===== config.mk =====
export PLATFORM = sky130hd
export DESIGN_NAME = sram_host
export DESIGN_NICKNAME = d
export VERILOG_FILES = /design/src/sram_host_pkg.sv /design/src/pin_sync.sv /design/src/sram_host.sv
export SDC_FILE = /design/constraint.sdc
export NUM_CORES = 1
export LEC_CHECK = 0
export BUFFER_PORTS_ARGS = -buffer_cell sky130_fd_sc_hd__buf_2
export CORE_MARGIN = 2
export CORE_UTILIZATION = 52
export DETAILED_ROUTE_END_ITERATION = 16
export GPL_TIMING_DRIVEN = 0
export PLACE_DENSITY = 0.77
export SYNTH_ARGS = -nofsm -noshare
export SYNTH_HDL_FRONTEND = slang
export SYNTH_HIERARCHICAL = 1
export SYNTH_SLANG_ARGS = --single-unit

===== constraint.sdc =====
create_clock -name i_clock -period 4.7 [get_ports i_clock]
set_input_delay 0.235 -clock i_clock [delete_from_list [all_inputs] [get_ports i_clock]]
set_output_delay 0.235 -clock i_clock [all_outputs]
set_load 0.05 [all_outputs]

===== src/sram_host_pkg.sv =====
// package: pin widths, timing figures and cycle rounding helpers for the sram host controller
package sram_host_pkg;

  // ************************************************************
  // widths and clock
  // ************************************************************
  localparam int ADDR_W          = 13;
  localparam int DATA_W          = 8;
  localparam int CNT_W           = 4;
  localparam int SYNC_DEPTH      = 3;
  localparam int CLOCK_PERIOD_NS = 50;   // 20 mhz

  // ************************************************************
  // timing figures in ns, faster grade then slower grade
  // ************************************************************
  localparam int WRITE_PULSE_WIDTH_FAST_NS    = 55;
  localparam int WRITE_PULSE_WIDTH_SLOW_NS    = 60;
  localparam int SELECT_TO_WRITE_END_FAST_NS  = 75;
  localparam int SELECT_TO_WRITE_END_SLOW_NS  = 80;
  localparam int DATA_OVERLAP_TIME_NS         = 40;
  localparam int ADDRESS_LEAD_TIME_NS         = 0;
  localparam int WRITE_RECOVERY_TIME_NS       = 0;
  localparam int STROBE_TO_FLOAT_FAST_NS      = 30;
  localparam int STROBE_TO_FLOAT_SLOW_NS      = 35;
  localparam int READ_CYCLE_TIME_FAST_NS      = 85;
  localparam int READ_CYCLE_TIME_SLOW_NS      = 100;
  localparam int DESELECT_TO_RETENTION_NS     = 0;

  // least time rounded up to whole cycles, never below one
  function automatic int ceil_cycles(input int ns);
    int c;
    c = (ns + CLOCK_PERIOD_NS - 1) / CLOCK_PERIOD_NS;
    return (c < 1) ? 1 : c;
  endfunction

  function automatic int max2(input int a, input int b);
    return (a > b) ? a : b;
  endfunction

  // ************************************************************
  // controller states, gray along the write path
  // ************************************************************
  typedef enum logic [2:0] {
    ST_IDLE        = 3'h0,
    ST_WR_SETUP    = 3'h1,
    ST_WR_PULSE    = 3'h3,
    ST_WR_END      = 3'h2,
    ST_RD_ACCESS   = 3'h6,
    ST_RD_SAMPLE   = 3'h7,
    ST_RET_HOLD    = 3'h5,
    ST_RET_RECOVER = 3'h4
  } host_state_t;

endpackage


===== src/pin_sync.sv =====
// module: three-stage synchroniser for pin inputs with agreement filter
module pin_sync #(
  parameter int WIDTH = 8
) (
  input  wire logic             i_clock,
  input  wire logic             i_resetn,
  input  wire logic [WIDTH-1:0] i_pin,
  output logic      [WIDTH-1:0] o_level
);

  logic [WIDTH-1:0] first_reg;
  logic [WIDTH-1:0] second_reg;
  logic [WIDTH-1:0] third_reg;

  // first stage only feeds the second, so metastability never reaches logic
  always_ff @(posedge i_clock or negedge i_resetn) begin
    if (!i_resetn) begin
      first_reg  <= '0;
      second_reg <= '0;
      third_reg  <= '0;
    end else begin
      first_reg  <= i_pin;
      second_reg <= first_reg;
      third_reg  <= second_reg;
    end
  end

  // a bit changes only once the second and third stages agree
  always_ff @(posedge i_clock or negedge i_resetn) begin
    if (!i_resetn) begin
      o_level <= '0;
    end else begin
      for (int i = 0; i < WIDTH; i++) begin
        if (second_reg[i] == third_reg[i]) begin
          o_level[i] <= third_reg[i];
        end
      end
    end
  end

endmodule


===== src/sram_host.sv =====
// module: host controller driving an asynchronous 8k x 8 static ram over its pins
//
// Behaviour
// RQ1: store only with both selects and strobe active
// RQ2: window opens at last asserting edge
// RQ3: window closes at first deasserting edge
// RQ4: host keeps write window open long enough
// RQ5: selects lead window close by enough time
// RQ6: address valid no later than window opening
// RQ7: address held past window close
// RQ8: write data valid before window closes
// RQ9: never drive bus while memory drives
// RQ10: gate-low write pulse covers float plus overlap
// RQ11: memory floats outputs after strobe falls
// RQ12: outputs stay off if select follows strobe
// RQ13: returned outputs first show written polarity
// RQ14: later outputs show new address contents
// RQ15: outputs return no sooner after window close
// RQ16: read address valid before selects assert
// RQ17: secondary select low gates memory inputs
// RQ18: hold secondary select firm during retention
// RQ19: deselect before supply drops into retention
// RQ20: wait read cycle after supply restored
// RQ21: memory drives only when selected and gated
// RQ22: address stable while write window open
module sram_host
#(
  parameter bit SLOW_GRADE = 1'b1
) (
  input  wire logic                              i_clock,
  input  wire logic                              i_resetn,
  input  wire logic                              i_req,
  input  wire logic                              i_write,
  input  wire logic [sram_host_pkg::ADDR_W-1:0] i_addr,
  input  wire logic [sram_host_pkg::DATA_W-1:0] i_wdata,
  input  wire logic                              i_retention_req,
  output logic                                   o_ready,
  output logic                                   o_rvalid,
  output logic      [sram_host_pkg::DATA_W-1:0] o_rdata,
  output logic                                   o_retention_ready,
  output logic                                   o_primary_select_n,
  output logic                                   o_secondary_select,
  output logic                                   o_write_strobe_n,
  output logic                                   o_output_gate_n,
  output logic      [sram_host_pkg::ADDR_W-1:0] o_word_address,
  output logic      [sram_host_pkg::DATA_W-1:0] o_data_out,
  output logic                                   o_data_oe,
  input  wire logic [sram_host_pkg::DATA_W-1:0] i_data_in
);

  import sram_host_pkg::*;

  // ************************************************************
  // cycle counts
  // ************************************************************
  localparam int WP_NS = SLOW_GRADE ? WRITE_PULSE_WIDTH_SLOW_NS : WRITE_PULSE_WIDTH_FAST_NS;
  localparam int CW_NS = SLOW_GRADE ? SELECT_TO_WRITE_END_SLOW_NS : SELECT_TO_WRITE_END_FAST_NS;
  localparam int RC_NS = SLOW_GRADE ? READ_CYCLE_TIME_SLOW_NS : READ_CYCLE_TIME_FAST_NS;
  // selects lead the strobe by one setup cycle, so that cycle counts toward the select figure
  localparam int PULSE_CYC   = max2(max2(ceil_cycles(WP_NS), ceil_cycles(DATA_OVERLAP_TIME_NS)),
                                    max2(ceil_cycles(CW_NS) - 1, 1));
  localparam int READ_CYC    = ceil_cycles(RC_NS);
  localparam int SAMPLE_CYC  = READ_CYC + SYNC_DEPTH;
  localparam int RECOVER_CYC = ceil_cycles(RC_NS);
  localparam logic [CNT_W-1:0] PULSE_LAST   = CNT_W'(PULSE_CYC - 1);
  localparam logic [CNT_W-1:0] SAMPLE_LAST  = CNT_W'(SAMPLE_CYC - 1);
  localparam logic [CNT_W-1:0] RECOVER_LAST = CNT_W'(RECOVER_CYC - 1);

  host_state_t               state_reg;
  host_state_t               state_next;
  logic [CNT_W-1:0]          cnt_reg;
  logic [DATA_W-1:0]         wdata_reg;
  logic [DATA_W-1:0]         data_level;

  // ************************************************************
  // read data synchroniser
  // ************************************************************
  pin_sync #(
    .WIDTH (DATA_W)
  ) u_data_sync (
    .i_clock  (i_clock),
    .i_resetn (i_resetn),
    .i_pin    (i_data_in),
    .o_level  (data_level)
  );

  // ************************************************************
  // sequencer
  // ************************************************************
  // next state; retention wins over a new access taken in the same cycle
  // nothing is taken before ready is shown, so a request held across reset release waits
  always_comb begin
    state_next = state_reg;
    case (state_reg)
      ST_IDLE: begin
        if (o_ready && i_retention_req) begin
          state_next = ST_RET_HOLD;                                  // [RQ19]
        end else if (o_ready && i_req && i_write) begin
          state_next = ST_WR_SETUP;
        end else if (o_ready && i_req) begin
          state_next = ST_RD_ACCESS;
        end
      end
      ST_WR_SETUP:    state_next = ST_WR_PULSE;
      ST_WR_PULSE:    state_next = (cnt_reg == PULSE_LAST) ? ST_WR_END : ST_WR_PULSE;   // [RQ4] [RQ5]
      ST_WR_END:      state_next = ST_IDLE;
      ST_RD_ACCESS:   state_next = (cnt_reg == SAMPLE_LAST) ? ST_RD_SAMPLE : ST_RD_ACCESS;
      ST_RD_SAMPLE:   state_next = ST_IDLE;
      ST_RET_HOLD:    state_next = i_retention_req ? ST_RET_HOLD : ST_RET_RECOVER;
      ST_RET_RECOVER: state_next = (cnt_reg == RECOVER_LAST) ? ST_IDLE : ST_RET_RECOVER; // [RQ20]
      default:        state_next = ST_IDLE;
    endcase
  end

  always_ff @(posedge i_clock or negedge i_resetn) begin
    if (!i_resetn) begin
      state_reg <= ST_IDLE;
    end else begin
      state_reg <= state_next;
    end
  end

  // phase counter restarts on every state change
  always_ff @(posedge i_clock or negedge i_resetn) begin
    if (!i_resetn) begin
      cnt_reg <= '0;
    end else if (state_next != state_reg) begin
      cnt_reg <= '0;
    end else begin
      cnt_reg <= cnt_reg + CNT_W'(1);
    end
  end

  // ************************************************************
  // pin drivers
  // ************************************************************
  // address and write data latched when an access is taken, held to the cycle end
  always_ff @(posedge i_clock or negedge i_resetn) begin
    if (!i_resetn) begin
      o_word_address <= '0;
      wdata_reg      <= '0;
    end else if (state_reg == ST_IDLE && state_next != ST_IDLE && state_next != ST_RET_HOLD) begin
      o_word_address <= i_addr;                                      // [RQ6] [RQ16] [RQ7] [RQ22]
      wdata_reg      <= i_wdata;
    end
  end

  // selects assert on the edge that latches the address; a zero lead is allowed, a late address is not
  always_ff @(posedge i_clock or negedge i_resetn) begin
    if (!i_resetn) begin
      o_primary_select_n <= 1'b1;
      o_secondary_select <= 1'b0;
    end else begin
      o_primary_select_n <= !(state_next inside {ST_WR_SETUP, ST_WR_PULSE, ST_RD_ACCESS, ST_RD_SAMPLE});
      // parked firmly low during retention so the memory gates its other inputs
      o_secondary_select <= state_next inside {ST_WR_SETUP, ST_WR_PULSE, ST_RD_ACCESS, ST_RD_SAMPLE}; // [RQ18]
    end
  end

  // strobe is the last to assert and releases on the same edge as the selects, so it frames the window
  always_ff @(posedge i_clock or negedge i_resetn) begin
    if (!i_resetn) begin
      o_write_strobe_n <= 1'b1;
    end else begin
      o_write_strobe_n <= (state_next != ST_WR_PULSE);               // [RQ2] [RQ3] [RQ1]
    end
  end

  // gate stays high through writes, which sidesteps the gate-low pulse penalty
  always_ff @(posedge i_clock or negedge i_resetn) begin
    if (!i_resetn) begin
      o_output_gate_n <= 1'b1;
    end else begin
      o_output_gate_n <= !(state_next inside {ST_RD_ACCESS, ST_RD_SAMPLE}); // [RQ10]
    end
  end

  // bus is driven only from the pulse on; the setup cycle gives the memory time to float
  always_ff @(posedge i_clock or negedge i_resetn) begin
    if (!i_resetn) begin
      o_data_oe  <= 1'b0;
      o_data_out <= '0;
    end else begin
      o_data_oe  <= state_next inside {ST_WR_PULSE, ST_WR_END};      // [RQ9] [RQ8]
      o_data_out <= wdata_reg;
    end
  end

  // ************************************************************
  // user side
  // ************************************************************
  always_ff @(posedge i_clock or negedge i_resetn) begin
    if (!i_resetn) begin
      o_ready           <= 1'b0;
      o_rvalid          <= 1'b0;
      o_rdata           <= '0;
      o_retention_ready <= 1'b0;
    end else begin
      o_ready           <= (state_next == ST_IDLE);
      o_rvalid          <= (state_reg == ST_RD_SAMPLE);
      o_retention_ready <= (state_next == ST_RET_HOLD);             // [RQ19]
      if (state_reg == ST_RD_SAMPLE) begin
        o_rdata <= data_level;
      end
    end
  end
endmodule


## Word-level counts from Yosys, hierarchy flattened

Index checks and enable logic that the tools add are counted.

- Memory bits (writable): 0
- Flip-flop bits (word level): 84
- Latch bits: 0
- Memory bits (read-only): 0
- Memories: 0

- Add/sub/neg operators: 1
- Multipliers: 0
- Shift operators: 0
- Magnitude comparators: 0
- Muxes and demuxes: 9
- Equality and inequality tests: 26
- Divide/modulo/power cells: 0
- Reductions and logical operators: 14
- Bitwise gates (word level): 0

Operator list:

| cell | number |
|---|---|
| 3-bit equality test, second input constant | 7 |
| 3-bit case mux with 7 select lines | 1 |
| 3-bit by 2-bit equality test with 1-bit output, second input constant | 4 |
| 3-bit 2-to-1 mux | 4 |
| 1-bit equality test | 8 |
| 3-bit by 1-bit equality test with 1-bit output, second input constant | 2 |
| 3-bit zero test | 2 |
| 1-bit logical AND | 5 |
| 4-bit by 1-bit adder with 4-bit output, second input constant | 1 |
| 4-bit by 1-bit equality test with 1-bit output, second input constant | 1 |
| 4-bit by 3-bit equality test with 1-bit output, second input constant | 1 |
| 4-bit 2-to-1 mux | 1 |
| 2-bit nonzero test | 2 |
| 4-bit nonzero test | 1 |
| 1-bit 2-to-1 mux | 3 |
| 3-bit by 2-bit inequality test with 1-bit output, second input constant | 1 |
| 3-bit inequality test | 1 |
| 3-bit inequality test, second input constant | 1 |
| 3-bit nonzero test | 1 |
| 1-bit zero test | 2 |
| 2-bit OR reduction | 1 |

## Depth between registers and ports, before layout

- Word-level depth: 8
- Gate-level depth with buffers: 9
- Depth with buffers taken out: 8

## By module

The synthesis kept the hierarchy.

Modules (own cells, without submodules):

| module | times used | area an instance (µm²) | cells an instance | sequential area each (µm²) |
|---|---|---|---|---|
| sram_host | 1 | 2094.5 | 138 | 1305.0 |
| pin_sync | 1 | 890.9 | 40 | 800.8 |

## Worst setup path after synthesis

No wires, ideal clock.

- Path type: register to register
- Start point: reg o_ready
- End point: reg o_word_address[0] (netlist bit)
- Required time: 4.575 ns
- Setup time: 0.125 ns
- Slack: 2.338 ns
- Arrival time: 2.237 ns
- Stages on the path, launching flop included: 8
- Period minus slack after synthesis: 2.362 ns
- Buffers on the path: 1
- Cells stage by stage: dfrtp_1 and3_1 o21ba_4 nor4_4 xnor2_1 o21ai_2 buf_6 mux2_4

- Longest elaborated chain between the ends: 8
- Elaborated cells on any way between the ends: 11
- Those cells by class: eq/ne: 1; mux: 4; reduce/logical: 6

Ends and longest elaborated chain:

| what | RTL line | text |
|---|---|---|
| from (decl) | sram_host.sv:37 | `output logic o_ready,` |
| from (signal assigned) | sram_host.sv:199 | `o_ready <= (state_next == ST_IDLE);` |
| 1-bit logical AND | sram_host.sv:98, sram_host.sv:100 |  |
| 3-bit 2-to-1 mux or 1-bit logical AND (tied branches) | sram_host.sv:100, sram_host.sv:98 |  |
| 3-bit 2-to-1 mux | sram_host.sv:98 | `end else if (o_ready && i_req && i_write) begin` |
| 3-bit 2-to-1 mux * | sram_host.sv:96 | `if (o_ready && i_retention_req) begin` |
| 3-bit case mux with 7 select lines * | sram_host.sv:94 | `case (state_reg)` |
| named net state_next[2] | sram_host.sv:70 | `host_state_t state_next;` |
| 3-bit nonzero test | sram_host.sv:142 | `end else if (state_reg == ST_IDLE && state_next != ST_IDLE && state_next != ST_RET_HOLD) begin` |
| 1-bit logical AND | sram_host.sv:142 |  |
| 1-bit logical AND * | sram_host.sv:142 |  |
| to (signal assigned) | sram_host.sv:143 | `o_word_address <= i_addr;` |
| to (decl) | sram_host.sv:45 | `output logic [sram_host_pkg::ADDR_W-1:0] o_word_address,` |

The timed path passes the listed nets; every way through them passes the cells marked *.
A chain may end at the register's enable or synchronous reset.

## Worst setup path in the final report

- Start point: reg cnt_reg[1]
- End point: reg o_word_address[0] (netlist bit)

- Longest elaborated chain between the ends: 6
- Elaborated cells on any way between the ends: 10
- Those cells by class: eq/ne: 3; mux: 4; reduce/logical: 3

Ends and longest elaborated chain:

| what | RTL line | text |
|---|---|---|
| from (decl) | sram_host.sv:71 | `logic [CNT_W-1:0] cnt_reg;` |
| from (signal assigned) | sram_host.sv:130 | `cnt_reg <= cnt_reg + CNT_W'(1);` |
| 4-bit by 3-bit equality test with 1-bit output or 4-bit by 1-bit equality test with 1-bit output (tied branches) | sram_host.sv:107, sram_host.sv:105, sram_host.sv:110 |  |
| 1-bit 2-to-1 mux, or another cell as far along | sram_host.sv:107 | `ST_RD_ACCESS: state_next = (cnt_reg == SAMPLE_LAST) ? ST_RD_SAMPLE : ST_RD_ACCESS;` |
| 3-bit case mux with 7 select lines * | sram_host.sv:94 |  |
| 3-bit nonzero test | sram_host.sv:142 |  |
| 1-bit logical AND | sram_host.sv:142 |  |
| 1-bit logical AND * | sram_host.sv:142 |  |

Every way passes the cells marked *; elsewhere a longest branch is shown, timed or not.

==> results.yml <==
outcome:
  outcome: "completed"
power_and_ir_drop:
  p_leak_nw: 1.864
  power_frac_comb_pct: 44.3
  pwr-share-seq_pct: 37.4
  p_sw_mw: 1.178
  power.internal_mw: 1.634
  p_clk_share_pct: 18.3
  p_sw_share_pct: 41.90
  pwr_density_cell_nw_per_um2: 749.5
  peakVddDrop_mv: 0.4912
cts:
  h-tree-depth: 3
  cts.sinks: 84
  cts_buffer_depth: 2
  clk_pin_slew_ns: 0.09
  postCtsResizedCells: 0
  cts_tree: "done"
  clk-insertion-delay-late_ns: 0.34
  cts_root_buf: "clkbuf_8"
  cts_inserted_buffers: 9
hold_path:
  whs_path_depth: 2
  min_path_type: "in2reg"
worst_setup_path:
  path_max_fanout: 10
  arrival_ns: 2.87
  crit_required_ns: 4.92
  critPathLaunchType: "register"
  r2r_cells: 9
  critPathKind: "reg2reg"
  endpoint_kind: "register"
route:
  route.detailed.drc: 0
  routedWlPerCell_um: 13.46
  routed_wl_mm: 4.658
  firstDrtPassIters: 4
  vias_per_cell: 4.795
  postRouteAntennaNets: 0
  vias: 1659
  drtIter0Drc: 52
synthesis:
  syn_area_per_cell_um2: 16.77
  netlist_instances: 178
  yosysTopAreaCellShare_pct: 67.90
  async_reset_ff_share_pct: 100.0
  ys_ff_latch: 84
  yosys.area.top_type: "dfrtp_1"
  synthesis.area_um2: 2985
  synthFlopType: "dfrtp_1"
  yosysMostFrequentCell: "dfrtp_1"
  yosys_warnings: 6
  synth_area_leaders: "dfrtp_1 68%, mux2_4 10%, mux2_2 3.4%"
  ys_types: 30
  ys_seq_area_share_pct: 70.54
  synth_commonest_cells: "81 x dfrtp_1, 20 x mux2_4, 9 x mux2_2"
  synth-edff-count: 0
  synth_fp_nets: 215
placed_design:
  port_buffers: 70
  gp_congestion: 0.7446
  dp_worst_setup_slack_ns: 2.052
  dp_hpwl_mm: 3.179
global_route:
  gr-total-overflow: 0
  busiest_layer: "met2"
  grt_use_total_pct: 16.37
  first_global_vias: 1738
  met1_usage_pct: 22.80
  antenna_found_initial: 0
  grt_pass1_wl_mm: 7.866
  gr-usage-met2_pct: 23.87
  grt_max_degree: 61
  met3_usage_pct: 4.751
floorplanning:
  dieArea_um2: 6363
  rows: 27
  coreArea_um2: 5540
  die_h_um: 79.77
  ios: 71
  die_x_um: 79.77
  initial_core_util_pct: 53.88
timing:
  max_freq_ghz: 0.3771
  max_slew.worst_pin.slew_ns: 0.5462
  setup_violations: 0
  finalCriticalPeriod_ns: 2.652
  rsz0062_at_grt: "false"
  final_hold_viol_count: 0
  slew_viol_final: 0
  finalSetupTns_ns: 0
  fin_crit_sh_pct: 56.42
  fin_ws_ns: 2.048
  fin_worst_skew_ns: 0.009959
  hold_ws_ns: 0.1225
  slew_headroom_pct: 63.58
final_layout:
  utilization_pct: 67.71
  regMostFlops: "o_word_address"
  antenna_cells: 0
  final_nets: 306
  syn_to_final_growth_pct: 25.65
  largest_reg_flops: 13
  drive_above_1_share_pct: 50.00
  n_fill_cell: 409
run:
  max_cap_viol_count: 0
## cell families (layout without fill, tap and decap cells)
logic type      after synthesis  in the layout  synth area share, %
buf+inv                      11            107                2.556
compound gates               11             11                2.808
mux                          29             29                13.45
xor+xnor                      4              4                1.174
flops                        84             84                70.54
simple gates                 28             28                5.197
fa+ha+maj                    11             11                4.275
## final timing paths
path | from | endpoint | slack (ns)
max | cnt_reg[1]$_DFF_PN0_ | o_word_address[0]$_DFFE_PN0P_ | 2.05
min | i_addr[2] | o_word_address[2]$_DFFE_PN0P_ | 0.12
max reg2reg | cnt_reg[1]$_DFF_PN0_ | o_word_address[0]$_DFFE_PN0P_ | 2.05
min reg2reg | u_data_sync/first_reg[0]$_DFF_PN0_ | u_data_sync/second_reg[0]$_DFF_PN0_ | 0.35
max in group asynchronous | i_resetn | o_primary_select_n$_DFF_PN1_ | 3.74
min in group asynchronous | i_resetn | u_data_sync/third_reg[2]$_DFF_PN0_ | 0.34
## layout by cell type, fill, tap and decap left out
master         Yosys  final
a2111o_1           1      1
a21boi_0           1      1
a21oi_1            2      2
and3_1             3      3
and3_2             1      1
buf_16             0      1
buf_2              1     70
buf_4              1      2
buf_6              4      4
bufinv_16          0      1
clkbuf_8           0      9
clkinv_4           0      1
clkinvlp_4         0      1
dfrtp_1           81     81
dfstp_2            3      3
dlygate4sd3_1      0      9
ha_1               3      3
inv_1              5      5
inv_6              0      4
maj3_2             8      8
mux2_2             9      9
mux2_4            20     20
nand2_1            8      8
nand2b_1           1      1
nand3_1            3      3
nor2_1             5      5
nor3_1             2      2
nor3b_1            2      2
nor4_1             2      2
nor4_4             1      1
o211ai_1           1      1
o21ai_0            2      2
o21ai_2            1      1
o21ba_4            1      1
o22ai_1            2      2
xnor2_1            2      2
xor2_1             2      2
## power by group through the flow
| stage | sequential [mW] | combinational [mW] | clock, mW |
|---|---|---|---|
| final | 1.05 | 1.24 | 0.516 |
| after global routing | 1.08 | 1.32 | 0.565 |
| after CTS | 1.05 | 1.26 | 0.531 |
| after detailed placement | 1.06 | 1.25 | 0 |
| after global placement | 1.05 | 1.23 | 0 |
| after floorplan | 1.56 | 0.475 | 0 |
## critical path, stage by stage, from the launching register on
cell	delay, ns
dfrtp_1	0.39
inv_1	0.08
ha_1	0.13
nor3b_1	0.42
o22ai_1	0.16
o22ai_1	0.44
xnor2_1	0.14
o21ai_2	0.24
buf_6	0.22
mux2_4	0.31
## routing by layer
| layer | part of all wire [%] | up-vias |
|---|---|---|
| li1 | - | 794 |
| met1 | 48 | 800 |
| met2 | 44 | 55 |
| met3 | 6.1 | 10 |
| met4 | 1.6 | 0 |
| met5 | 0 | - |
## cell type report
cell class / count / area (um2) / share of cell area (%)
Buffer: 6 / 57.56 / 1.534
Clock buffer: 9 / 123.9 / 3.302
Clock inverter: 7 / 81.33 / 2.168
Inverter: 5 / 18.77 / 0.5003
Multi-Input combinational cell: 83 / 803.3 / 21.41
Sequential cell: 84 / 2106 / 56.14
Tap cell: 72 / 90.09 / 2.402
Timing Repair Buffer: 80 / 470.5 / 12.54
## timing repair
action                                  in CTS  in global routing
setup buffers                                0                  0
endpoints found under the hold margin       31                  0
hold buffers                                 9                  0
endpoints found under the setup margin       0                  0
## through the flow
stage / instance area (um2) / instances / power (mW)
after floorplan: 2985 / 178 / 2.038
after global placement: 3426 / 320 / 2.276
after detailed placement: 3456 / 321 / 2.309
after CTS: 3751 / 346 / 2.839
after global routing: 3751 / 346 / 2.960
final: 3751 / 346 / 2.811
(Power assumes the default switching activity.)
